`config.mk`:
```
export PLATFORM = sky130hd
export DESIGN_NAME = scs_sequencer
export DESIGN_NICKNAME = d
export VERILOG_FILES = /design/src/scs_pkg.sv /design/src/scs_buffer.sv /design/src/scs_sequencer.sv
export SDC_FILE = /design/constraint.sdc
export NUM_CORES = 1
export LEC_CHECK = 0
export BUFFER_PORTS_ARGS = -buffer_cell sky130_fd_sc_hd__buf_2
export CAP_MARGIN = 20
export CORE_ASPECT_RATIO = 1.2
export CORE_UTILIZATION = 55
export DETAILED_ROUTE_END_ITERATION = 7
export PLACE_DENSITY_LB_ADDON = 0.12
export REMOVE_ABC_BUFFERS = 1
export SYNTH_ARGS = -nofsm -noshare
export SYNTH_HDL_FRONTEND = slang
export SYNTH_SLANG_ARGS = --single-unit
```
`constraint.sdc`:
```
create_clock -name clk_in -period 2.8 [get_ports clk_in]
set_input_delay 0.28 -clock clk_in [delete_from_list [all_inputs] [get_ports clk_in]]
set_output_delay 0.28 -clock clk_in [all_outputs]
set_load 0.1 [all_outputs]
```
`src/scs_pkg.sv`:
```
/*
  Shared constants and types of the conversion sequencer.
  Assumes a 100 MHz system clock; all counts are derived here.
*/
`default_nettype none
package scs_pkg;
  // ****************************************
  // Resolution and codes
  // ****************************************
  localparam int RES_BITS = 16;
  localparam logic [15:0] CODE_ZERO = 16'h0000;
  localparam logic [15:0] CODE_MID = 16'h8000;
  localparam logic [15:0] CODE_FULL = 16'hFFFF;
  // ****************************************
  // Timing
  // ****************************************
  localparam int CLK_PERIOD_NS = 10;
  localparam int FAST_PERIOD_NS = 400;
  localparam int NORM_PERIOD_NS = 500;
  localparam int STEP_NS = 20;
  localparam int WAKE_NS = 60;
  localparam int FAST_CYC = (FAST_PERIOD_NS + CLK_PERIOD_NS - 1) / CLK_PERIOD_NS;
  localparam int NORM_CYC = (NORM_PERIOD_NS + CLK_PERIOD_NS - 1) / CLK_PERIOD_NS;
  localparam int STEP_CYC = (STEP_NS + CLK_PERIOD_NS - 1) / CLK_PERIOD_NS;
  localparam int WAKE_CYC = (WAKE_NS + CLK_PERIOD_NS - 1) / CLK_PERIOD_NS;
  localparam int CNT_W = 8;
  localparam int BUF_DEPTH = 2;
  // ****************************************
  // Types
  // ****************************************
  typedef enum logic [1:0]
  {
    ST_ACQ = 2'b00,
    ST_WAKE = 2'b01,
    ST_CONV = 2'b11,
    ST_DONE = 2'b10
  } scs_state_t;
  typedef struct packed {
    logic [15:0] code;
    logic first;
  } scs_result_t;
  typedef struct packed {
    scs_state_t st;
    logic start_d;
    logic fast;
    logic first;
    logic over;
    logic under;
    logic [15:0] trial;
    logic [15:0] mask;
    logic [CNT_W-1:0] step_cnt;
    logic [CNT_W-1:0] rate_cnt;
  } scs_regs_t;
endpackage
`default_nettype wire

```
`src/scs_buffer.sv`:
```
/*
  Small FIFO holding finished results.
  Assumes the writer stalls while in_ready_out is low.
*/
`timescale 1ns/100ps
`default_nettype none
module scs_buffer #(
  parameter int WIDTH = 17,
  parameter int DEPTH = 2
)(
  input wire logic clk_in,
  input wire logic rst_n_in,
  input wire logic ce_in,
  input wire logic in_valid_in,
  output logic in_ready_out,
  input wire logic [WIDTH-1:0] in_data_in,
  output logic out_valid_out,
  input wire logic out_ready_in,
  output logic [WIDTH-1:0] out_data_out
);
  localparam int AW = (DEPTH > 1) ? $clog2(DEPTH) : 1;
  localparam logic [AW-1:0] LAST = AW'(DEPTH - 1);
  localparam logic [AW:0] FULL = (AW + 1)'(DEPTH);
  typedef struct packed {
    logic [DEPTH-1:0][WIDTH-1:0] mem;
    logic [AW-1:0] wr;
    logic [AW-1:0] rd;
    logic [AW:0] cnt;
  } scs_buf_regs_t;
  scs_buf_regs_t r;
  scs_buf_regs_t next_r;
  logic wr_en;
  logic rd_en;
  assign in_ready_out = (r.cnt != FULL);
  assign out_valid_out = (r.cnt != '0);
  assign out_data_out = r.mem[r.rd];
  assign wr_en = in_valid_in & in_ready_out;
  assign rd_en = out_valid_out & out_ready_in;
  always_comb
  begin
    next_r = r;
    if (wr_en)
    begin
      next_r.mem[r.wr] = in_data_in;
      next_r.wr = (r.wr == LAST) ? '0 : r.wr + 1'b1;
    end
    if (rd_en)
      next_r.rd = (r.rd == LAST) ? '0 : r.rd + 1'b1;
    if (wr_en && !rd_en)
      next_r.cnt = r.cnt + 1'b1;
    else if (rd_en && !wr_en)
      next_r.cnt = r.cnt - 1'b1;
    if (!ce_in)
      next_r = r;
  end
  always_ff @(posedge clk_in or negedge rst_n_in)
  begin
    if (!rst_n_in)
      r <= '0;
    else
      r <= next_r;
  end
endmodule
`default_nettype wire

```
`src/scs_sequencer.sv`:
```
/*
  Successive-approximation conversion sequencer with result buffer.
  Assumes synchronous inputs, a comparator that answers within one
  clock, and range detectors sampled at the start of conversion.
*/
`timescale 1ns/100ps
`default_nettype none
module scs_sequencer #(
  parameter int STEP_CYC = scs_pkg::STEP_CYC,
  parameter int WAKE_CYC = scs_pkg::WAKE_CYC,
  parameter int FAST_CYC = scs_pkg::FAST_CYC,
  parameter int NORM_CYC = scs_pkg::NORM_CYC,
  parameter int BUF_DEPTH = scs_pkg::BUF_DEPTH
)(
  input wire logic clk_in,
  input wire logic rst_n_in,
  input wire logic ce_in,
  input wire logic convert_start_in,
  input wire logic fast_mode_in,
  input wire logic comp_in,
  input wire logic over_range_in,
  input wire logic under_range_in,
  input wire logic result_ready_in,
  output logic busy_out,
  output logic power_up_out,
  output logic track_out,
  output logic [15:0] dac_code_out,
  output logic result_valid_out,
  output scs_pkg::scs_result_t result_out
);
  localparam logic [scs_pkg::CNT_W-1:0] STEP_LD = scs_pkg::CNT_W'(STEP_CYC - 1);
  localparam logic [scs_pkg::CNT_W-1:0] WAKE_LD = scs_pkg::CNT_W'(WAKE_CYC - 1);
  localparam logic [scs_pkg::CNT_W-1:0] FAST_LD = scs_pkg::CNT_W'(FAST_CYC - 1);
  localparam logic [scs_pkg::CNT_W-1:0] NORM_LD = scs_pkg::CNT_W'(NORM_CYC - 1);
  scs_pkg::scs_regs_t r;
  scs_pkg::scs_regs_t next_r;
  scs_pkg::scs_result_t push_data;
  logic start_edge;
  logic accept;
  logic push;
  logic buf_ready;
  logic step_end;
  logic [15:0] kept;

  // ****************************************
  // Sequencing
  // ****************************************
  assign start_edge = convert_start_in & ~r.start_d;
  assign accept = (r.st == scs_pkg::ST_ACQ) & start_edge & (r.rate_cnt == '0);
  assign step_end = (r.step_cnt == '0);
  assign kept = comp_in ? r.trial : (r.trial & ~r.mask);
  always_comb
  begin
    next_r = r;
    push = 1'b0;
    next_r.start_d = convert_start_in;
    if (r.rate_cnt != '0)
      next_r.rate_cnt = r.rate_cnt - 1'b1;
    case (r.st)
      scs_pkg::ST_ACQ:
      begin
        if (accept)
        begin
          next_r.rate_cnt = fast_mode_in ? FAST_LD : NORM_LD;
          next_r.fast = fast_mode_in;
          next_r.over = over_range_in;
          next_r.under = under_range_in;
          next_r.trial = scs_pkg::CODE_MID;
          next_r.mask = scs_pkg::CODE_MID;
          next_r.step_cnt = fast_mode_in ? STEP_LD : WAKE_LD;
          next_r.st = fast_mode_in ? scs_pkg::ST_CONV : scs_pkg::ST_WAKE;
        end
      end
      scs_pkg::ST_WAKE:
      begin
        if (step_end)
        begin
          next_r.step_cnt = STEP_LD;
          next_r.st = scs_pkg::ST_CONV;
        end
        else
          next_r.step_cnt = r.step_cnt - 1'b1;
      end
      scs_pkg::ST_CONV:
      begin
        if (step_end)
        begin
          next_r.step_cnt = STEP_LD;
          next_r.trial = kept | (r.mask >> 1);
          next_r.mask = r.mask >> 1;
          if (r.mask[0])
            next_r.st = scs_pkg::ST_DONE;
        end
        else
          next_r.step_cnt = r.step_cnt - 1'b1;
      end
      scs_pkg::ST_DONE:
      begin
        push = 1'b1;
        if (buf_ready)
        begin
          next_r.st = scs_pkg::ST_ACQ;
          next_r.first = ~r.fast;
        end
      end
      default:
        next_r.st = scs_pkg::ST_ACQ;
    endcase
    if (!ce_in)
    begin
      next_r = r;
      push = 1'b0;
    end
  end
  always_ff @(posedge clk_in or negedge rst_n_in)
  begin
    if (!rst_n_in)
    begin
      r <= '0;
      r.first <= 1'b1;
    end
    else
      r <= next_r;
  end
  // ****************************************
  // Result and outputs
  // ****************************************
  always_comb
  begin
    if (r.over)
      push_data.code = scs_pkg::CODE_FULL;
    else if (r.under)
      push_data.code = scs_pkg::CODE_ZERO;
    else
      push_data.code = r.trial;
    push_data.first = r.first & r.fast;
  end
  scs_buffer #(
    .WIDTH($bits(scs_pkg::scs_result_t)),
    .DEPTH(BUF_DEPTH)
  ) u_buf (
    .clk_in(clk_in),
    .rst_n_in(rst_n_in),
    .ce_in(ce_in),
    .in_valid_in(push),
    .in_ready_out(buf_ready),
    .in_data_in(push_data),
    .out_valid_out(result_valid_out),
    .out_ready_in(result_ready_in),
    .out_data_out(result_out)
  );
  assign busy_out = (r.st != scs_pkg::ST_ACQ);
  assign track_out = (r.st == scs_pkg::ST_ACQ);
  // Low-power mode sleeps in acquisition, fast mode stays up once a fast conversion is accepted
  assign power_up_out = r.fast | (r.st != scs_pkg::ST_ACQ);
  assign dac_code_out = r.trial;
endmodule
`default_nettype wire

```
=== Yosys cells after proc, flatten, opt, wreduce, memory -nomap -nowiden ===
Index checks and enable logic that the tools add are counted.

* $add $sub $neg: 6
* Order comparisons: 3
* Equal/unequal tests: 9
* Mux-type cells: 30
* Bitwise logic cells: 12
* Reductions and logical operators: 23

{| class="wikitable"
|+ Operators with widths
! operator !! number
|-
| 32-bit case mux with 2 select lines || 1
|-
| 17-bit 2-to-1 mux || 3
|-
| 16-bit 2-to-1 mux || 3
|-
| 48-bit 2-to-1 mux || 1
|-
| 34-bit bitwise mux || 1
|-
| 32-bit 2-to-1 mux || 1
|-
| 8-bit 2-to-1 mux || 3
|-
| 17-bit demux with 1-bit select || 1
|-
| 16-bit bitwise AND || 1
|-
| 8-bit logical NOT || 2
|-
| 2-bit 2-to-1 mux || 8
|-
| 16-bit inverter || 1
|-
| 16-bit by 15-bit bitwise OR with 16-bit output || 1
|-
| 8-bit case mux with 2 select lines || 1
|-
| 8-bit by 1-bit subtractor with 8-bit output, second input constant || 2
|-
| 2-bit nonzero test || 5
|-
| 3-bit AND reduction || 3
|-
| 2-bit inequality test, second input constant || 4
|-
| 2-bit case mux with 4 select lines || 1
|-
| 8-bit nonzero test || 1
|-
| 1-bit bitwise AND || 6
|-
| 2-bit AND reduction || 3
|-
| 6-bit AND reduction || 1
|-
| 5-bit 2-to-1 mux || 1
|-
| other kinds (17) || 28
|}

* Bits in registers: 93
* Input bits: 9
* Output and inout bits: 37
* Logic and storage cells: 98

=== Logic depth before layout (Yosys ltp) ===
Gate-level depths: netlist (run 1).

* Depth after elaboration: 8
* Gate-level depth with buffers: 8
* Gate-level depth less buffers: 6

=== Modules after synthesis ===
A second synthesis (run 1) with hierarchy kept.

* Cell total of the unflattened synthesis: 400
* Area total of the unflattened synthesis: 4674.5 µm²

{| class="wikitable"
|+ By module, submodules not included
! module !! times used !! cells each !! area an instance (µm²) !! sequential area each (µm²)
|-
| scs_sequencer || 1 || 290 || 2920.3 || 1377.6
|-
| scs_buffer || 1 || 110 || 1754.2 || 950.9
|}

=== Worst setup path before layout (run 1) ===
No wires, ideal clock.

* Path type: register to output
* Start: reg u_buf.r[2] in the netlist's numbering
* End: out result_out[0] in the netlist's numbering
* Arrival: 2.969 ns
* Required time: 2.520 ns
* Slack: -0.449 ns
* Stages on the path, launching flop included: 4
* Path buffers: 2
* Path through: dfrtp_1 > clkbuf_1 > clkbuf_1 > o21ai_0

{| class="wikitable"
|+ RTL lines
! element !! RTL line !! text
|-
| from (decl) || scs_buffer.sv:30 || <nowiki>scs_buf_regs_t r;</nowiki>
|-
| from (signal assigned) || scs_buffer.sv:61 || <nowiki>r <= next_r;</nowiki>
|-
| to (decl) || scs_sequencer.sv:29 || <nowiki>output scs_pkg::scs_result_t result_out</nowiki>
|}

==> flow_metrics.tcl, run 1 <==
set metrics [dict create \
    crit_path_max_fanout 19 \
    hold_depth 3 \
    post-route-period-util_pct 82.2 \
    hold_viol_final 0 \
    crit_type "register to output port" \
    place_area_sq_um 4680 \
    ios 46 \
    dpl.cell_count 538 \
    use_met1_pct 31.1 \
    netlist_area_sq_um 4490 \
    worstPathArrival_ns 2.02 \
    leakage_nw 2.32 \
    tightest_slew_ns 0.856 \
    powerDensity_nw_per_um2 1240 \
    ir_worst_vdd_mv 0.973 \
    post_cts_resized 0 \
    regToRegStartpoint "r[8]" \
    dr.first_iter.drc_count 206 \
    slew_violations 0 \
    fin_area_sq_um 4920 \
    grt_first_pass_wirelength_microns 15900 \
    synthArstFlopShare_pct 100 \
    die_height_microns 101 \
    layout.nets 473 \
    worst_setup_path_end_kind "output port" \
    yosysSeqAreaShare_pct 51.8 \
    startpoint_type "register" \
    clk_pin_slew_ns 0.10 \
    r2r_end "dac_code_out[14]" \
    routed_wl_microns 9290 \
    cts_max_level 3 \
    clock_path_buffers 2 \
    grt_use_met2_pct 41.5 \
    die_x_microns 84.5 \
    vias 3327 \
    synth_common_cells "dfrtp_1, a21oi_1, nor2_1" \
    clock-sinks 93 \
    fin_skew_ns 0.0131 \
    max_clock_freq_mhz 434 \
    track_usage_pct 24.1 \
    grt_pass1_vias 3253 \
    status "complete, but fails checks" \
    synth_top_area_share_pct 51.2 \
    r2r_cells 7 \
    violations "DRC" \
    drive_gt1_share_pct 21.6 \
    dr.pass1.iters 6 \
    finalSetupViolCount 0 \
    core-area_sq_um 7790 \
    grt_antenna_before_repair 0 \
    hp-class "input pin to register" \
    cp_data_required_time_ns 2.52 \
    syn_to_final_growth_pct 9.61 \
    path_cells "mux2_2 -> buf_2" \
    yosysUniqueCellTypes 55 \
    crit_path_top_delay_cell "dfrtp_1" \
    max_slew_margin_pct 43.0 \
    hpwl_microns 6320 \
    hp-start "over_range_in" \
    synth_cells 435 \
    num_rows 35 \
    avgSynthCellArea_sq_um 10.3 \
    cts_inserted_buffers 9 \
    maxCapViolations 0 \
    cts_tree "done" \
    grt_overflow_total 0 \
    hold_end "r[49]" \
    portBuffers 45 \
    globalplace.congestion 0.920 \
    insertion_delay_ns 0.38 \
    ant_nets 0 \
    route.detailed.drc 5 \
    p_total_mw 6.12 \
    avgViaCountPerCell 5.98 \
    use_met3_pct 3.77 \
    synth_edf_count 0 \
    grt_max_degree 49 \
    synth_top_area_cell "dfrtp_1" \
    synthTopCellsByArea "dfrtp_1, a21oi_1, mux2_2" \
    synth_warnings 0 \
    start_util_pct 57.6 \
    wl_per_cell_microns 16.7 \
    fin_crit_ns 2.30 \
    ys_ff_latch 93 \
    fin_cells 556 \
    antennaDiodeCount 0 \
    synth_ff_type "dfrtp_1" \
    clockRootBuffer "clkbuf_8" \
    busiest_layer "met2" \
    yosys.cell_count.top_type "dfrtp_1" \
    critPathMaxStageDelay_ns 0.91 \
    r2r_slack_ns 0.55 \
    rsz0062_at_grt "no" \
    die_area_sq_um 8540 \
]
layout by cell type, fill, tap and decap left out, drive strengths merged, types with 3 or more instances in the layout:
cell type   n
nand4       3
dfrtp      92
nand2      20
nor2       43
a221o      13
nand2b     16
nor4        4
nand3       9
nor3        8
clkbuf      9
a31oi       3
o21ai      16
mux2       18
and3       14
o31ai       4
buf        53
xor2        3
inv        15
clkinv      3
ha          5
a22o       18
or4         3
a21oi      54
through the flow:
stage / hold WS, ns / setup slack (ns) / utilization [%] / TNS (ns)
after CTS: 0.110 / 0.368 / 63.0 / 0
after detailed placement: 0.324 / 0.389 / 60.1 / 0
after global routing: 0.127 / 0.340 / 63.2 / 0
final: 0.123 / 0.497 / 63.2 / 0
after floorplan: -0.0156 / -0.295 / - / -0.547
after global placement: 0.314 / 0.491 / 60.1 / 0
worst max-delay path by stage:
stage | start | endpoint | slack, ns
after detailed placement | r[0] | dac_code_out[9] | 0.39
final | u_buf.r[2] | result_out[14] | 0.50
after global routing | r[0] | dac_code_out[10] | 0.34
after floorplan | r[53] | busy_out | -0.29
after CTS | r[0] | dac_code_out[9] | 0.37
after global placement | r[0] | dac_code_out[9] | 0.49
timing repair:
item	4_1_cts	5_1_grt
hold endpoints to repair	45	0
hold buffers	1	0
setup endpoints to repair	0	0
setup buffers	0	0
sequential cells by signal, indices dropped and copies added, names as in the netlist:
register / cells
dac_code_out: 16
r: 39
u_buf.r: 38
logic make-up (layout without fill, tap and decap cells):
kind of cell / after synthesis / after routing / synth area share [%]
AOI/OAI and AO/OA: 122 / 122 / 18.0
xor gates and xnor gates: 5 / 5 / 0.975
adders and majority gates: 5 / 5 / 1.39
buffers and inverters: 54 / 83 / 6.02
DFF: 93 / 93 / 51.8
muxes: 19 / 19 / 4.73
and+or+nand+nor: 137 / 137 / 17.1
report_power, final:
part	total, mW	internal, mW	switching (mW)
logic	3.02	0.726	2.30
clock network	0.955	0.434	0.521
registers	2.14	1.75	0.396
total	6.12	2.91	3.21
worst max-delay path, delay by kind of cell, from the launching register on:
family   cells  cell delay, ns
mux          1            0.31
flops        1            0.91
buf+inv      1            0.42
routing by layer:
metal  share of wire (%)  vias up
met5                   0        -
met4                 1.5        0
met3                 4.1       12
met2                  51       75
met1                  43     1634
li1                    -     1606
cell type report:
class,instances,area (sq um)
clock buffer,9,124
clock inverter,7,91.3
fill,634,2870
inverter,13,48.8
multi-input combinational,288,1910
sequential,93,2330
tap,92,115
timing repair buffer,54,305
Note: power is estimated with default switching activity, not from simulation.
==> run 2: changes to the inputs <==
Clock period 2.8 ns to 2.4 ns, I/O delays scaled along.
==> flow_metrics.tcl, run 2 (synthesized netlist as in run 1, its figures left out) <==
set metrics [dict create \
    hp-class "input pin to register" \
    hold_end "r[49]" \
    nFillCells 667 \
    cts_max_level 3 \
    track_usage_pct 24.2 \
    mostFrequentLayoutCells "dfrtp_1, a21oi_1, buf_2" \
    dr.first_iter.drc_count 215 \
    grt_first_pass_wirelength_microns 15900 \
    worst_setup_path_end_kind "output port" \
    ir_worst_vdd_mv 0.802 \
    ant_nets 0 \
    regMostFlops "r" \
    ios 46 \
    grt_overflow_total 0 \
    hold_viol_final 0 \
    syn_to_final_growth_pct 10.2 \
    r2r_slack_ns 0.23 \
    vias 3386 \
    grt_antenna_before_repair 0 \
    dr.pass1.iters 6 \
    routed_wl_microns 9550 \
    insertion_delay_ns 0.37 \
    num_rows 35 \
    startpoint_type "register" \
    crit_path_top_delay_cell "dfrtp_1" \
    hpwl_microns 6410 \
    slew_violations 0 \
    hp-start "over_range_in" \
    tightest_slew_ns 0.813 \
    place_area_sq_um 4740 \
    max_clock_freq_mhz 450 \
    fin_crit_ns 2.22 \
    clock-sinks 93 \
    largest_reg_flops 39 \
    multiInputGateArea_sq_um 1920 \
    layout.nets 476 \
    post-route-util_pct 63.5 \
    start_util_pct 57.6 \
    crit_type "register to output port" \
    core-area_sq_um 7790 \
    status "complete, but fails checks" \
    globalplace.congestion 0.905 \
    ff_latch_area_sq_um 2330 \
    critPathMaxStageDelay_ns 0.88 \
    rsz0062_at_grt "no" \
    r2r_cells 6 \
    clock_path_buffers 2 \
    r2r_end "dac_code_out[10]" \
    cts_tree "done" \
    regToRegStartpoint "r[8]" \
    leakage_nw 2.33 \
    portBuffers 45 \
    clk_pin_slew_ns 0.09 \
    fin_area_sq_um 4950 \
    crit_path_max_fanout 19 \
    drive_gt1_share_pct 21.8 \
    p_total_mw 7.12 \
    finalSetupViolCount 0 \
    grt_pass1_vias 3198 \
    post-route-period-util_pct 92.7 \
    wl_per_cell_microns 17.1 \
    violations "DRC" \
    die_height_microns 101 \
    grt_max_degree 48 \
    hold_depth 3 \
    path_cells "mux2_2 -> buf_2" \
    die_x_microns 84.5 \
    powerDensity_nw_per_um2 1440 \
    clockRootBuffer "clkbuf_8" \
    die_area_sq_um 8540 \
    cp_data_required_time_ns 2.16 \
    avgViaCountPerCell 6.06 \
    worstPathArrival_ns 1.98 \
    cts_inserted_buffers 9 \
    maxCapViolations 0 \
    route.detailed.drc 5 \
    antennaDiodeCount 0 \
    mostFrequentLayoutCell "dfrtp_1" \
    fin_skew_ns 0.00837 \
    max_slew_margin_pct 45.8 \
]
## run 2: cell types whose count changed in the layout (fill, tap and decap cells not counted)
cell        change
buf_12          +2
buf_4           +2
buf_8           -1
clkbuf_1        +1
clkinv_2        +1
clkinv_4        +1
clkinv_8        -1
clkinvlp_4      -1
inv_8           -1
nor2_2          -1
nor2_4          +1
## run 2: critical path, delay by kind of cell (launching register included)
kind                   cells  cell delay [ns]
buffers and inverters      1             0.42
flip-flops                 1             0.88
multiplexers               1             0.31
## run 2: per-layer routing
metal | vias to the layer above | part of all wire [%] | GRT usage, %
li1 | 1613 | - | -
met1 | 1678 | 42 | 30.8
met2 | 78 | 51 | 40.8
met3 | 17 | 4.7 | 5.00
met4 | 0 | 2.1 | 9.91
met5 | - | 0 | 0
## run 2: final cells by class
cell class	count	share of cell area [%]
inverter	13	0.985
multi-input combinational	288	38.7
clock buffer	10	2.58
tap	92	2.32
timing repair buffer	57	6.97
clock inverter	6	1.41
sequential	93	47.0
## run 2: through the flow
stage | TNS [ns] | cells | hold WS, ns | setup WS (ns)
2_1_floorplan | -7.75 | 394 | -0.0556 | -0.655
3_3_place_gp | 0 | 542 | 0.171 | 0.187
3_5_place_dp | 0 | 542 | 0.173 | 0.129
4_1_cts | 0 | 559 | 0.0675 | 0.106
5_1_grt | 0 | 559 | 0.0670 | 0.0743
6_report | 0 | 559 | 0.0846 | 0.176
## run 2: worst max path at each step
| stage | to | startpoint | slack [ns] | depth (start not counted) |
|---|---|---|---|---|
| 3_5_place_dp | dac_code_out[10] | r[0] | 0.13 | 6 |
| 3_3_place_gp | dac_code_out[8] | r[0] | 0.19 | 6 |
| 5_1_grt | result_out[1] | u_buf.r[2] | 0.07 | 2 |
| 4_1_cts | result_out[1] | u_buf.r[2] | 0.11 | 2 |
| 2_1_floorplan | busy_out | r[53] | -0.65 | 2 |
| 6_report | result_out[1] | u_buf.r[2] | 0.18 | 2 |
## run 2: report_power, final
group	leakage (nW)	total, mW	internal, mW	switching, mW
Combinational	1.04	3.55	0.867	2.69
Sequential	1.20	2.51	2.04	0.470
Clock	0.101	1.06	0.491	0.564
## run 2: what timing repair did
item | CTS | global route
hold buffers | 1 | 0
setup buffers | 0 | 0
resized for setup | 0 | 1
hold endpoints to repair | 25 | 0
setup endpoints to repair | 0 | 18
